### src/logic/sbi_pkg.sv
// Purpose: Shared constants and types for the SDRAM burst interrupt engine
// Assumes: One 250 MHz clock, pin-level commands from the controller side, decoded by the engine
// Notes: Functional notes below list the behaviour kept by the engine
// Functional notes
// [RULE1] Precharge to the written bank stops storing data that same cycle.
// [RULE2] Controller raises both byte masks with an interrupting precharge.
// [RULE3] Only a precharge to the burst's bank ends the write burst.
// [RULE4] Controller precharges one cycle after last beat to keep all data.
// [RULE5] Full-page read runs columns start..start+255, then wraps.
// [RULE6] Full-page write runs columns start..start+255, then wraps.
// [RULE7] Controller ends full-page bursts with burst stop, then precharges.
// [RULE8] After read burst stop, data drives for read latency cycles.
// [RULE9] After write burst stop, no further data is stored at once.
// [RULE10] Read mask: byte goes high-impedance two cycles after mask rises.
// [RULE11] Upper mask owns bits 15..8, lower mask owns bits 7..0.
// [RULE12] Read masking hits drivers only; column counter keeps advancing.
// [RULE13] Write mask blocks a byte in the same cycle it is high.
// [RULE14] Write masking blocks storing only; column counter keeps advancing.
// [RULE15] Burst-read-single-write: each write stores exactly one item.
// [RULE16] Controller activates a bank only after precharge time, when idle.
// [RULE17] Controller spaces activates to the two banks by the interval.
// [RULE18] Controller respects min and max activate-to-precharge times.
// [RULE19] Controller waits activate-to-column delay before read or write.
// [RULE20] Clock enable low during a burst freezes state at next edge.
// [RULE21] Clock enable high resumes at next edge; controller waits recovery.
// [RULE22] Controller ends suspend in time to meet the refresh period.
// [RULE23] Precharge with bit 10 low closes one bank, high closes both.
// [RULE24] Precharge during a read keeps output for read latency cycles.
// [RULE25] Each bank's state is tracked on its own.
package sbi_pkg;
    localparam int DATA_W = 16;
    localparam int COL_W = 8;
    localparam int ADDR_W = 12;
    localparam int ALL_BANKS_SELECT_BIT = 10;
    localparam int BANK_SELECT_BIT = 11;
    localparam int READ_MASK_DELAY = 2;
    localparam int WRITE_STOP_DELAY = 0;
    localparam int WRITE_RECOVERY_TIME = 1;
    localparam int LAT_MAX = 3;
    localparam logic [COL_W-1:0] COL_RESET = 8'h00;
    localparam logic [3:0] BL_RESET = 4'h0;

    // Command codes in the order cs, ras, cas, we (active low on the pins)
    typedef enum logic [3:0] {
        SBI_CMD_NOP = 4'h7,
        SBI_CMD_ACT = 4'h3,
        SBI_CMD_READ = 4'h5,
        SBI_CMD_WRITE = 4'h4,
        SBI_CMD_STOP = 4'h6,
        SBI_CMD_PRE = 4'h2
    } sbi_cmd_e;

    typedef enum logic [1:0] {
        SBI_IDLE = 2'h0,
        SBI_ACTIVE = 2'h1,
        SBI_BURST = 2'h3,
        SBI_PRECH = 2'h2
    } sbi_bank_e;

    typedef enum logic [1:0] {
        SBI_ENG_IDLE = 2'h0,
        SBI_ENG_READ = 2'h1,
        SBI_ENG_WRITE = 2'h3
    } sbi_eng_e;

    // One controller command beat
    typedef struct packed {
        logic [3:0] cmd;
        logic [ADDR_W-1:0] addr;
        logic [1:0] mask;
    } sbi_req_s;

    // One store into the array
    typedef struct packed {
        logic bank;
        logic [COL_W-1:0] col;
        logic [1:0] bytes;
        logic [DATA_W-1:0] data;
    } sbi_store_s;
endpackage

### src/logic/sbi_pipe.sv
// Purpose: Fixed-depth delay line for read data and byte-drive enables
// Assumes: Shifts only when enabled, so a suspend freezes it
// Notes: Tap chosen by latency, output comes from a register
`timescale 1ns/1ps
module sbi_pipe
    import sbi_pkg::*;
#(
    parameter int W = 18,
    parameter int DEPTH = 3
) (
    input wire logic clock,
    input wire logic rst_n,
    input wire logic en,
    input wire logic [1:0] tap,
    input wire logic [W-1:0] din,
    output logic [W-1:0] dout
);
    logic [W-1:0] stage_reg [DEPTH];
    logic [W-1:0] stage_next [DEPTH];

    // Shift by one when enabled
    always_comb begin
        for (int i = 0; i < DEPTH; i++) begin
            stage_next[i] = stage_reg[i];
        end
        if (en) begin
            stage_next[0] = din;
            for (int i = 1; i < DEPTH; i++) begin
                stage_next[i] = stage_reg[i-1];
            end
        end
    end

    always_ff @(posedge clock or negedge rst_n) begin
        if (!rst_n) begin
            for (int i = 0; i < DEPTH; i++) begin
                stage_reg[i] <= '0;
            end
        end else begin
            for (int i = 0; i < DEPTH; i++) begin
                stage_reg[i] <= stage_next[i];
            end
        end
    end

    // Tap 1 is the first stage; out-of-range taps clamp to the last one
    always_comb begin
        if (tap == 2'h0 || int'(tap) > DEPTH) begin
            dout = stage_reg[DEPTH-1];
        end else begin
            dout = stage_reg[int'(tap)-1];
        end
    end
endmodule // sbi_pipe

### src/logic/sbi_engine.sv
// Purpose: Burst engine with interruption, byte masking and clock suspend
// Assumes: Controller keeps its own timing; array lives outside this block
// Notes: Read path is a latency pipe so stop and precharge tails fall out
//
// The address-and-strobe port and the placing of the registers are this design's own decisions.
`timescale 1ns/1ps
module sbi_engine
    import sbi_pkg::*;
#(
    parameter int FULL_PAGE_LEN = 256
) (
    input wire logic clock,
    input wire logic rst_n,
    input wire logic clock_enable,
    input wire sbi_req_s req,
    input wire logic [DATA_W-1:0] dq_in,
    input wire logic [1:0] read_latency,
    input wire logic [3:0] burst_len,
    input wire logic single_write,
    output sbi_store_s store,
    output logic store_valid,
    output logic [COL_W-1:0] read_col,
    output logic read_bank,
    output logic read_fetch,
    input wire logic [DATA_W-1:0] read_data,
    output logic [DATA_W-1:0] dq_out,
    output logic [1:0] dq_oe_n,
    output logic [1:0] bank_state,
    output logic suspended
);
    sbi_eng_e eng_reg, eng_next;
    sbi_bank_e bank_reg [2];
    sbi_bank_e bank_next [2];
    logic [COL_W-1:0] col_reg, col_next;
    logic [8:0] left_reg, left_next;
    logic full_reg, full_next;
    logic bank_sel_reg, bank_sel_next;
    logic susp_reg, susp_next;
    sbi_store_s store_reg, store_next;
    logic store_v_reg, store_v_next;
    logic [1:0] mask_d1_reg, mask_d1_next;
    logic [1:0] mask_d2_reg, mask_d2_next;
    logic [DATA_W+1:0] pipe_out;
    logic run;
    logic cmd_ok;
    logic pre_hits;
    logic [1:0] pre_banks;
    logic rd_active;

    // Burst length code: 0..3 give 1,2,4,8; anything else is full page
    function automatic logic [8:0] burst_beats(input logic [3:0] code);
        logic [8:0] n;
        n = 9'h000;
        unique case (code)
            4'h0: n = 9'h001;
            4'h1: n = 9'h002;
            4'h2: n = 9'h004;
            4'h3: n = 9'h008;
            default: n = 9'(FULL_PAGE_LEN);
        endcase
        return n;
    endfunction

    // Banks closed by a precharge command
    function automatic logic [1:0] pre_target(input logic [ADDR_W-1:0] a);
        logic [1:0] t;
        t = 2'h0;
        if (a[ALL_BANKS_SELECT_BIT]) begin
            t = 2'h3; // RULE23
        end else begin
            t[a[BANK_SELECT_BIT]] = 1'b1; // RULE23
        end
        return t;
    endfunction

    // Suspend gates every edge-driven update except the store strobe, which clears; commands included
    assign run = !susp_reg; // RULE20
    // The edge that first sees the enable low still acts in full; the
    // freeze starts one edge later, so no beat is half taken
    assign cmd_ok = run; // RULE20
    assign pre_banks = pre_target(req.addr);
    assign pre_hits = (sbi_cmd_e'(req.cmd) == SBI_CMD_PRE)
        && pre_banks[bank_sel_reg]; // RULE3
    assign rd_active = (eng_reg == SBI_ENG_READ) && run;

    // Clock-suspend tracker: enter and leave one edge after the pin moves
    always_comb begin
        susp_next = !clock_enable; // RULE20 RULE21
    end

    // Burst engine and per-bank state
    always_comb begin
        eng_next = eng_reg;
        col_next = col_reg;
        left_next = left_reg;
        full_next = full_reg;
        bank_sel_next = bank_sel_reg;
        store_next = store_reg;
        store_v_next = 1'b0;
        for (int b = 0; b < 2; b++) begin
            bank_next[b] = bank_reg[b];
            if (bank_reg[b] == SBI_PRECH && run) begin
                bank_next[b] = SBI_IDLE;
            end
        end
        if (run && eng_reg != SBI_ENG_IDLE) begin
            // Counter walks on even through masked beats
            col_next = col_reg + 8'h01; // RULE5 RULE6 RULE12 RULE14
            if (!full_reg) begin
                left_next = left_reg - 9'h001;
                if (left_reg == 9'h001) begin
                    eng_next = SBI_ENG_IDLE;
                    bank_next[bank_sel_reg] = SBI_ACTIVE;
                end
            end
        end
        // Write beat stored unless cut by stop or by a precharge to the burst's bank this cycle
        if (cmd_ok && eng_reg == SBI_ENG_WRITE
                && sbi_cmd_e'(req.cmd) != SBI_CMD_STOP // RULE9
                && !pre_hits) begin // RULE1
            store_next.bank = bank_sel_reg;
            store_next.col = col_reg;
            store_next.bytes = ~req.mask; // RULE11 RULE13
            store_next.data = dq_in;
            store_v_next = |(~req.mask);
        end
        if (cmd_ok) begin
            unique case (sbi_cmd_e'(req.cmd))
                SBI_CMD_ACT: begin
                    bank_next[req.addr[BANK_SELECT_BIT]] = SBI_ACTIVE;
                end
                SBI_CMD_STOP: begin
                    eng_next = SBI_ENG_IDLE; // RULE8 RULE9
                    if (eng_reg != SBI_ENG_IDLE) begin
                        bank_next[bank_sel_reg] = SBI_ACTIVE;
                    end
                end
                SBI_CMD_PRE: begin
                    for (int b = 0; b < 2; b++) begin
                        if (pre_banks[b]) begin
                            bank_next[b] = SBI_PRECH; // RULE25
                        end
                    end
                    if (pre_hits) begin
                        eng_next = SBI_ENG_IDLE; // RULE1 RULE24
                    end
                end
                SBI_CMD_READ, SBI_CMD_WRITE: begin
                    bank_sel_next = req.addr[BANK_SELECT_BIT];
                    bank_next[req.addr[BANK_SELECT_BIT]] = SBI_BURST;
                    full_next = (burst_beats(burst_len)
                        == 9'(FULL_PAGE_LEN));
                    left_next = burst_beats(burst_len);
                    col_next = req.addr[COL_W-1:0];
                    eng_next = SBI_ENG_READ;
                    if (sbi_cmd_e'(req.cmd) == SBI_CMD_WRITE) begin
                        eng_next = SBI_ENG_WRITE;
                        // First beat lands with the command itself
                        store_next.bank = req.addr[BANK_SELECT_BIT];
                        store_next.col = req.addr[COL_W-1:0];
                        store_next.bytes = ~req.mask; // RULE13
                        store_next.data = dq_in;
                        store_v_next = |(~req.mask);
                        col_next = req.addr[COL_W-1:0] + 8'h01;
                        left_next = burst_beats(burst_len) - 9'h001;
                        if (single_write || left_next == 9'h000) begin
                            full_next = 1'b0; // RULE15
                            eng_next = SBI_ENG_IDLE;
                            bank_next[req.addr[BANK_SELECT_BIT]] =
                                SBI_ACTIVE;
                        end
                    end
                end
                default: begin
                end
            endcase
        end
    end

    always_ff @(posedge clock or negedge rst_n) begin
        if (!rst_n) begin
            eng_reg <= SBI_ENG_IDLE;
            bank_reg[0] <= SBI_IDLE;
            bank_reg[1] <= SBI_IDLE;
            col_reg <= COL_RESET;
            left_reg <= 9'h000;
            full_reg <= 1'b0;
            bank_sel_reg <= 1'b0;
            susp_reg <= 1'b0;
            store_reg <= '0;
            store_v_reg <= 1'b0;
        end else begin
            eng_reg <= eng_next;
            bank_reg[0] <= bank_next[0];
            bank_reg[1] <= bank_next[1];
            col_reg <= col_next;
            left_reg <= left_next;
            full_reg <= full_next;
            bank_sel_reg <= bank_sel_next;
            susp_reg <= susp_next;
            store_reg <= store_next;
            store_v_reg <= store_v_next;
        end
    end

    // Read mask delay line: two edges from pin to driver
    always_comb begin
        mask_d1_next = mask_d1_reg;
        mask_d2_next = mask_d2_reg;
        if (run) begin
            mask_d1_next = req.mask; // RULE10
            mask_d2_next = mask_d1_reg;
        end
    end

    always_ff @(posedge clock or negedge rst_n) begin
        if (!rst_n) begin
            mask_d1_reg <= 2'h0;
            mask_d2_reg <= 2'h0;
        end else begin
            mask_d1_reg <= mask_d1_next;
            mask_d2_reg <= mask_d2_next;
        end
    end

    // Array fetch request for the current read column
    assign read_fetch = rd_active;
    assign read_col = col_reg;
    assign read_bank = bank_sel_reg;

    // Latency pipe carries data plus a drive flag per byte; the stop or
    // precharge tail is simply what is still inside it
    sbi_pipe #(
        .W(DATA_W + 2),
        .DEPTH(LAT_MAX)
    ) u_pipe (
        .clock(clock),
        .rst_n(rst_n),
        .en(run),
        .tap(read_latency - 2'h1),
        .din({rd_active, rd_active, read_data}),
        .dout(pipe_out)
    ); // RULE8 RULE24

    // Output stage: mask gates drivers only, never the burst
    always_comb begin
        dq_out = pipe_out[DATA_W-1:0];
        dq_oe_n[1] = !(pipe_out[DATA_W+1] && !mask_d2_reg[1]); // RULE10
        dq_oe_n[0] = !(pipe_out[DATA_W] && !mask_d2_reg[0]); // RULE11
    end

    assign store = store_reg;
    assign store_valid = store_v_reg;
    assign bank_state = {bank_reg[1] != SBI_IDLE, bank_reg[0] != SBI_IDLE};
    assign suspended = susp_reg;

    AST_PRE_CUTS_WRITE: assert property (@(posedge clock) disable iff (!rst_n)
        cmd_ok && eng_reg == SBI_ENG_WRITE && pre_hits |=> !store_v_reg)
        else $error("write stored after precharge"); // RULE1
    AST_OTHER_BANK_KEEPS: assert property (@(posedge clock)
        disable iff (!rst_n)
        cmd_ok && eng_reg == SBI_ENG_WRITE && !full_reg && left_reg > 9'h1
        && sbi_cmd_e'(req.cmd) == SBI_CMD_PRE && !pre_hits
        |=> eng_reg == SBI_ENG_WRITE)
        else $error("other-bank precharge ended burst"); // RULE3
    AST_STOP_WRITE: assert property (@(posedge clock) disable iff (!rst_n)
        cmd_ok && eng_reg == SBI_ENG_WRITE
        && sbi_cmd_e'(req.cmd) == SBI_CMD_STOP
        |=> !store_v_reg && eng_reg == SBI_ENG_IDLE)
        else $error("write stored on stop"); // RULE9
    AST_COL_ADV: assert property (@(posedge clock) disable iff (!rst_n)
        run && eng_reg != SBI_ENG_IDLE && clock_enable
        && sbi_cmd_e'(req.cmd) == SBI_CMD_NOP
        |=> col_reg == $past(col_reg) + 8'h01)
        else $error("column stalled"); // RULE5 RULE12 RULE14
    AST_MASK_TWO: assert property (@(posedge clock) disable iff (!rst_n)
        run && req.mask[0] ##1 run
        |=> dq_oe_n[0])
        else $error("lower byte driven two cycles after mask"); // RULE10
    AST_SUSP_FREEZE: assert property (@(posedge clock) disable iff (!rst_n)
        susp_reg |=> col_reg == $past(col_reg) && eng_reg == $past(eng_reg))
        else $error("state moved while suspended"); // RULE20
    AST_SUSP_EXIT: assert property (@(posedge clock) disable iff (!rst_n)
        susp_reg && clock_enable |=> !susp_reg)
        else $error("suspend not left"); // RULE21
    AST_PRE_ALL: assert property (@(posedge clock) disable iff (!rst_n)
        cmd_ok && sbi_cmd_e'(req.cmd) == SBI_CMD_PRE
        && req.addr[ALL_BANKS_SELECT_BIT]
        |=> bank_reg[0] == SBI_PRECH && bank_reg[1] == SBI_PRECH)
        else $error("precharge-all missed a bank"); // RULE23 RULE25
    AST_SINGLE_WR: assert property (@(posedge clock) disable iff (!rst_n)
        cmd_ok && single_write && sbi_cmd_e'(req.cmd) == SBI_CMD_WRITE
        |=> eng_reg == SBI_ENG_IDLE)
        else $error("single write kept bursting"); // RULE15

    COV_READ: cover property (@(posedge clock) disable iff (!rst_n)
        rd_active ##1 !dq_oe_n[0]);
    COV_WRITE_PRE: cover property (@(posedge clock) disable iff (!rst_n)
        eng_reg == SBI_ENG_WRITE && pre_hits && cmd_ok);
    COV_SUSPEND: cover property (@(posedge clock) disable iff (!rst_n)
        eng_reg != SBI_ENG_IDLE && susp_reg);
    COV_WRAP: cover property (@(posedge clock) disable iff (!rst_n)
        full_reg && col_reg == 8'hFF ##1 col_reg == 8'h00);
endmodule // sbi_engine

### config.mk
export PLATFORM = sky130hd
export DESIGN_NAME = sbi_engine
export DESIGN_NICKNAME = d
export VERILOG_FILES = /design/src/logic/sbi_pkg.sv /design/src/logic/sbi_pipe.sv /design/src/logic/sbi_engine.sv
export SDC_FILE = /design/constraint.sdc
export NUM_CORES = 1
export LEC_CHECK = 0
export BUFFER_PORTS_ARGS = -buffer_cell sky130_fd_sc_hd__buf_2
export CORE_MARGIN = 2
export CORE_UTILIZATION = 50
export CTS_CLUSTER_DIAMETER = 40
export DETAILED_ROUTE_END_ITERATION = 16
export PLACE_DENSITY = 0.8
export SLEW_MARGIN = 30
export SYNTH_ARGS = -nofsm -noshare
export SYNTH_HDL_FRONTEND = slang
export SYNTH_HIERARCHICAL = 1
export SYNTH_SLANG_ARGS = --single-unit
### constraint.sdc
create_clock -name clock -period 2.6 [get_ports clock]
set_input_delay 0.13 -clock clock [delete_from_list [all_inputs] [get_ports clock]]
set_output_delay 0.13 -clock clock [all_outputs]
set_load 0.005 [all_outputs]
==> results.sh, run 1 <==
export IMPL_antennaDiodeCount=0
export IMPL_worst_path_max_fanout=9
export IMPL_dp_final_hpwl_mm=9.19
export IMPL_dr_wl_met2_mm=6.75
export IMPL_largest_reg_flops=54
export IMPL_setup_viol=0
export IMPL_cts_resized_gates=0
export IMPL_nets=710
export IMPL_status="finished clean"
export IMPL_wl_per_cell_um=16.9
export IMPL_cts_sinks=112
export IMPL_combPwrFrac_pct=26.7
export IMPL_initial_utilization_pct=51.7
export IMPL_grt_pass1_vias=4487
export IMPL_cp_data_arrival_time_ns=2.18
export IMPL_end_kind="flop"
export IMPL_viasPerCell=5.73
export IMPL_netlist_top_cells_count="dfrtp_1 (112), nand2_1 (56), mux2_1 (50)"
export IMPL_instances_no_fill=789
export IMPL_cts_max_level=3
export IMPL_syn_area_um2=5980
export IMPL_clockBufferDepth=2
export IMPL_power_frac_clock_pct=25.5
export IMPL_yosys_area_top_type_share_pct=46.9
export IMPL_m1WireLength_mm=5.91
export IMPL_worst_slack_ns=0.637
export IMPL_clock_root_buffer="clkbuf_16"
export IMPL_design_power_total_w=0.00546
export IMPL_die_h_um=113
export IMPL_rows=39
export IMPL_drtAntennaViolNets=0
export IMPL_coreArea_um2=11600
export IMPL_drv_slew=0
export IMPL_io_buffers=116
export IMPL_cts_reportedPaths_clkPinSlew_ns=0.07
export IMPL_ys_types=55
export IMPL_finalClockSkew_ns=0.00382
export IMPL_drtIter0Drc=292
export IMPL_dieWidth_um=113
export IMPL_synth_seq_cells=112
export IMPL_syn_instance_count=533
export IMPL_drt_pre_antenna_iters=4
export IMPL_hold_path_class="in -> reg"
export IMPL_area_growth_pct=16.6
export IMPL_min_period_ns=1.96
export IMPL_wl_mm=13.4
export IMPL_finalHoldViolCount=0
export IMPL_async_flop_share_pct=100
export IMPL_drc=0
export IMPL_dr_max_layer_used="met4"
export IMPL_fin_tns_setup_ns=0
export IMPL_tightest_slew_ns=0.743
export IMPL_die_area_um2=12800
export IMPL_drive_gt1_share_pct=28.0
export IMPL_dp_slack_ns=0.581
export IMPL_yosys_area_top_type="dfrtp_1"
export IMPL_cp_start_kind="flop"
export IMPL_clk_latency_ns=0.34
export IMPL_place_gp_congestion=0.855
export IMPL_swShare_pct=30.7
export IMPL_route_met3_wl_um=597
export IMPL_p_leak_nw=3.08
export IMPL_dp_cells=769
export IMPL_rsz0062_at_grt="no"
export IMPL_finalCritPeriodShare_pct=75.5
export IMPL_hold_ws_ns=0.00749
export IMPL_via_count=4521
export IMPL_synth_edf_count=0
export IMPL_p_int_w=0.00378
export IMPL_ir_drop_mv=0.432
export IMPL_ys_flop_type="dfrtp_1"
export IMPL_grt_max_degree=62
export IMPL_fillerInstances=944
export IMPL_switchingPower_w=0.00168
export IMPL_synth_most_common_cell="dfrtp_1"
export IMPL_gr_total_overflow=0
export IMPL_cts_tree="done"
export IMPL_synth_nets=600
export IMPL_max_freq_mhz=509
export IMPL_worst_setup_path_type="reg -> reg"
export IMPL_avgSynthCellArea_um2=11.2
export IMPL_io_pins=119
export IMPL_yosys_warnings=6
export IMPL_cts_setup_buffers=0
export IMPL_max_slew_margin_rel_pct=50.5
export IMPL_p_per_area_nw_per_um2=783
export IMPL_yosysSeqAreaShare_pct=46.9
export IMPL_cts_buffers=9
export IMPL_antenna_found_initial=0
export IMPL_power_frac_seq_pct=47.8
export IMPL_worstPathRequired_ns=2.81
export IMPL_synthTopCellsByArea="dfrtp_1 (47%), mux2_1 (9.4%), mux2_4 (3.8%)"
export IMPL_grt_pass1_wl_mm=21.9
export IMPL_maxCapViolCount=0
export IMPL_grt_total_usage_pct=20.9
==> logic make-up (layout without fill, tap and decap cells) <==
family          Yosys count  after routing  synth area share, %
compound gates           59             59                 6.36
xor+xnor                 23             23                 3.37
fa+ha+maj                 7              7                 1.46
buf+inv                  47            160                 4.71
flops                   112            112                 46.9
mux                      80             80                 15.9
simple gates            205            205                 21.3
==> repair_timing <==
item,CTS,global route
endpoints found under the setup margin,0,0
endpoints found under the hold margin,56,0
hold buffers,6,0
==> routing by layer <==
layer,track usage (%),vias up
met5,0,-
met4,4.88,0
met3,3.70,11
met2,35.8,132
met1,27.8,2233
li1,-,2145
==> placed cells by master, fill, tap and decap left out, types with 4 or more instances in the layout <==
cell type      instances
nor2_1                27
nand4b_1              18
inv_1                 12
dfrtp_1              112
clkbuf_16              9
ha_1                   7
dlygate4sd3_1          6
mux2_4                15
o21ai_0               12
mux2_2                10
nand4bb_1             18
nand3b_1              21
nor2b_1                5
mux2i_1                5
nand3_1                8
mux2_1                50
buf_2                115
a21oi_1               12
buf_4                 10
nand2_1               56
o211ai_1               4
nand2b_1               6
xnor2_1               11
a31oi_1               13
nor3_1                 6
xor2_1                12
nand4_1               19
==> power by group through the flow <==
stage / sequential [W] / clock, W / combinational [W]
floorplan: 0.00255 / 0 / 0.000871
global placement: 0.00258 / 0 / 0.00138
detailed placement: 0.00262 / 0 / 0.00146
CTS: 0.00260 / 0.00142 / 0.00147
global route: 0.00266 / 0.00149 / 0.00161
finish: 0.00261 / 0.00139 / 0.00146
==> worst max-delay path: stages (launching register included) <==
cell	delay, ns
dfrtp_1	0.50
o21bai_2	0.36
or4b_4	0.57
nor4_4	0.16
xnor2_1	0.15
a21oi_1	0.09
==> per-stage QoR <==
step | utilization [%] | instance area, um2
floorplan | - | 5980
global placement | 57.2 | 6620
detailed placement | 57.2 | 6620
CTS | 60.3 | 6970
global route | 60.3 | 6970
finish | 60.3 | 6970
==> final cells by class <==
| type | instances | area [um2] | area share [%] |
|---|---|---|---|
| clock buffers | 11 | 253 | 3.63 |
| clock inverters | 3 | 42.5 | 0.610 |
| inverters | 13 | 48.8 | 0.700 |
| multi-input cells | 374 | 2890 | 41.5 |
| flip-flops and latches | 112 | 2800 | 40.2 |
| well taps | 143 | 179 | 2.57 |
| repair buffers | 133 | 751 | 10.8 |
==> final timing paths <==
check	start	endpoint	slack, ns	depth (start not counted)
setup / recovery	suspended	left_reg[7]	0.64	5
hold / removal	read_data[8]	u_pipe/stage_reg[44]	0.007	2
setup reg to reg	suspended	left_reg[7]	0.64	5
hold reg to reg	mask_d1_reg[1]	mask_d1_reg[1]	0.50	1
max in group asynchronous	rst_n	store[8]	1.45	3
min in group asynchronous	rst_n	u_pipe/stage_reg[45]	0.39	2
Note: power is estimated with default switching activity, not from simulation.
==> inputs of run 2 (changes only) <==
- PLACE_DENSITY: 0.8 -> 0.82
- clock period: 2.6 -> 1.75 ns (I/O delays scaled with it)
==> run 2 against run 1 <==
The run now ends with setup timing left. Flip-flop and latch count did not move. Total power rose by 54%. Largest cell class unchanged. Clock power rose by 54%. Via count rose by 4.9%. Non-clock buffer count rose by 53. First-iteration DRC count fell by 20%. Routed wire length rose by 2.7%. Core utilization rose by 4.9 points. Critical path type unchanged. Global-route usage rose by 1.0 points. Final area rose by 8.1%. Clock skew rose by 0.010 ns.
==> results.sh, run 2 (synthesis gave the netlist of run 1 again) <==
export IMPL_die_h_um=113
export IMPL_worstPathRequired_ns=1.96
export IMPL_cp_slowest_cell="or4b_4"
export IMPL_drive_gt1_share_pct=30.1
export IMPL_design_power_total_w=0.00841
export IMPL_cts_max_level=3
export IMPL_p_per_area_nw_per_um2=1120
export IMPL_clock_root_buffer="clkbuf_16"
export IMPL_crit_buf_inv=0
export IMPL_largest_reg_flops=54
export IMPL_status="complete, but fails checks"
export IMPL_p_int_w=0.00578
export IMPL_max_stage_delay_ns=0.54
export IMPL_place_gp_congestion=0.874
export IMPL_drt_pre_antenna_iters=4
export IMPL_layout_common_cells="buf_2 (115), dfrtp_1 (112), nand2_1 (56), mux2_1 (50), dlygate4sd3_1 (36)"
export IMPL_hold_ws_ns=0.0379
export IMPL_fin_area_um2=7530
export IMPL_fillerInstances=902
export IMPL_finalHoldViolCount=0
export IMPL_io_buffers=116
export IMPL_layout_commonest_cell="buf_2"
export IMPL_postPlaceCellArea_um2=6820
export IMPL_grt_max_degree=57
export IMPL_clk_latency_ns=0.35
export IMPL_cts_sinks=112
export IMPL_finalClockSkew_ns=0.0139
export IMPL_dp_final_hpwl_mm=9.47
export IMPL_nets=763
export IMPL_drtIter0Drc=235
export IMPL_clockBufferDepth=2
export IMPL_ir_drop_mv=0.621
export IMPL_max_freq_mhz=564
export IMPL_grt_pass1_wl_mm=23.1
export IMPL_hold_path_class="in -> reg"
export IMPL_rsz0062_at_grt="yes"
export IMPL_grt_total_usage_pct=21.9
export IMPL_coreArea_um2=11600
export IMPL_tightest_slew_ns=0.499
export IMPL_wl_per_cell_um=16.3
export IMPL_die_area_um2=12800
export IMPL_finalCritPeriodShare_pct=101
export IMPL_worst_path_max_fanout=4
export IMPL_initial_utilization_pct=51.7
export IMPL_antennaDiodeCount=0
export IMPL_cts_tree="done"
export IMPL_rows=39
export IMPL_swShare_pct=31.3
export IMPL_switchingPower_w=0.00263
export IMPL_power_frac_seq_pct=45.5
export IMPL_dp_slack_ns=-0.0776
export IMPL_violations="setup timing"
export IMPL_worst_setup_path_type="reg -> reg"
export IMPL_grt_pass1_vias=4803
export IMPL_drc=0
export IMPL_setup_viol=3
export IMPL_worst_slack_ns=-0.0240
export IMPL_cp_start_kind="flop"
export IMPL_cts_reportedPaths_clkPinSlew_ns=0.08
export IMPL_gr_total_overflow=0
export IMPL_cts_buffers=9
export IMPL_combPwrFrac_pct=29.0
export IMPL_wl_mm=13.7
export IMPL_dieWidth_um=113
export IMPL_antenna_found_initial=0
export IMPL_min_period_ns=1.77
export IMPL_viasPerCell=5.62
export IMPL_area_growth_pct=26.0
export IMPL_p_leak_nw=3.35
export IMPL_end_kind="flop"
export IMPL_cp_data_arrival_time_ns=1.99
export IMPL_power_frac_clock_pct=25.5
export IMPL_via_count=4744
export IMPL_drtAntennaViolNets=0
export IMPL_worstPathCellList="o21bai_2 -> or4b_4 -> nor4_4 -> xnor2_1 -> a21oi_1"
export IMPL_cp_top_family="simple AND/OR/NAND/NOR gates"
export IMPL_drv_slew=0
export IMPL_maxCapViolCount=0
export IMPL_io_pins=119
export IMPL_max_slew_margin_rel_pct=66.7
## run 2: cell types whose count changed in the layout (fill, tap and decap cells not counted), moves of 2 or more
cell / before / now
buf_12: 2 / 5
buf_4: 10 / 30
dlygate4sd3_1: 6 / 36
nor3_1: 6 / 4
nor3_2: 0 / 2
## run 2: area by class of cell
cell class | instances | area (um2) | area share (%)
inverters | 13 | 48.8 | 0.648
multi-input cells | 374 | 2930 | 38.9
clock inverters | 6 | 73.8 | 0.980
well taps | 143 | 179 | 2.38
clock buffers | 10 | 239 | 3.17
repair buffers | 186 | 1260 | 16.7
flip-flops and latches | 112 | 2800 | 37.2
## run 2: worst paths after layout
kind | depth (start not counted) | slack [ns] | to | start
worst max-delay path | 5 | -0.02 | left_reg[7] | suspended
worst min-delay path | 3 | 0.04 | store[25] | req[9]
worst max register to register | 5 | -0.02 | left_reg[7] | suspended
worst min register to register | 1 | 0.50 | mask_d1_reg[1] | mask_d1_reg[1]
max in group asynchronous | 3 | 0.85 | store[9] | rst_n
min in group asynchronous | 2 | 0.24 | u_pipe/stage_reg[15] | rst_n
## run 2: metrics by stage
stage	setup TNS, ns	std cells	util, %
final	-0.0581	844	65.1
after global routing	-0.415	844	65.1
after CTS	-0.0336	843	64.9
after detailed placement	-0.145	791	59.0
after global placement	-0.0411	791	59.0
after floorplan	0	533	-
## run 2: power by group through the flow
stage	clock network (W)	registers (W)	logic, W
2_1_floorplan	0	0.00379	0.00129
3_3_place_gp	0	0.00379	0.00225
3_5_place_dp	0	0.00384	0.00236
4_1_cts	0.00218	0.00381	0.00245
5_1_grt	0.00228	0.00392	0.00270
6_report	0.00214	0.00383	0.00244
## run 2: timing repair
item | in CTS | in global routing
setup buffers | 0 | 1
resized for setup | 3 | 5
hold buffers | 36 | 0
pin swaps | 3 | 1
hold endpoints to repair | 69 | 0
endpoints found under the setup margin | 5 | 8
## run 2: tightest hold or removal path: cells and delay by family
kind | cells | cell delay (ns)
compound gates | 1 | 0.05
buf+inv | 1 | 0.11
simple gates | 1 | 0.10
## run 2: per-layer routing
metal  part of all wire (%)  up-vias  global-route usage, %
li1                       -     2252                      -
met1                     44     2349                   29.1
met2                     51      121                   37.2
met4                    1.7        0                   5.77
met3                    4.1       22                   4.02
met5                      0        -                      0
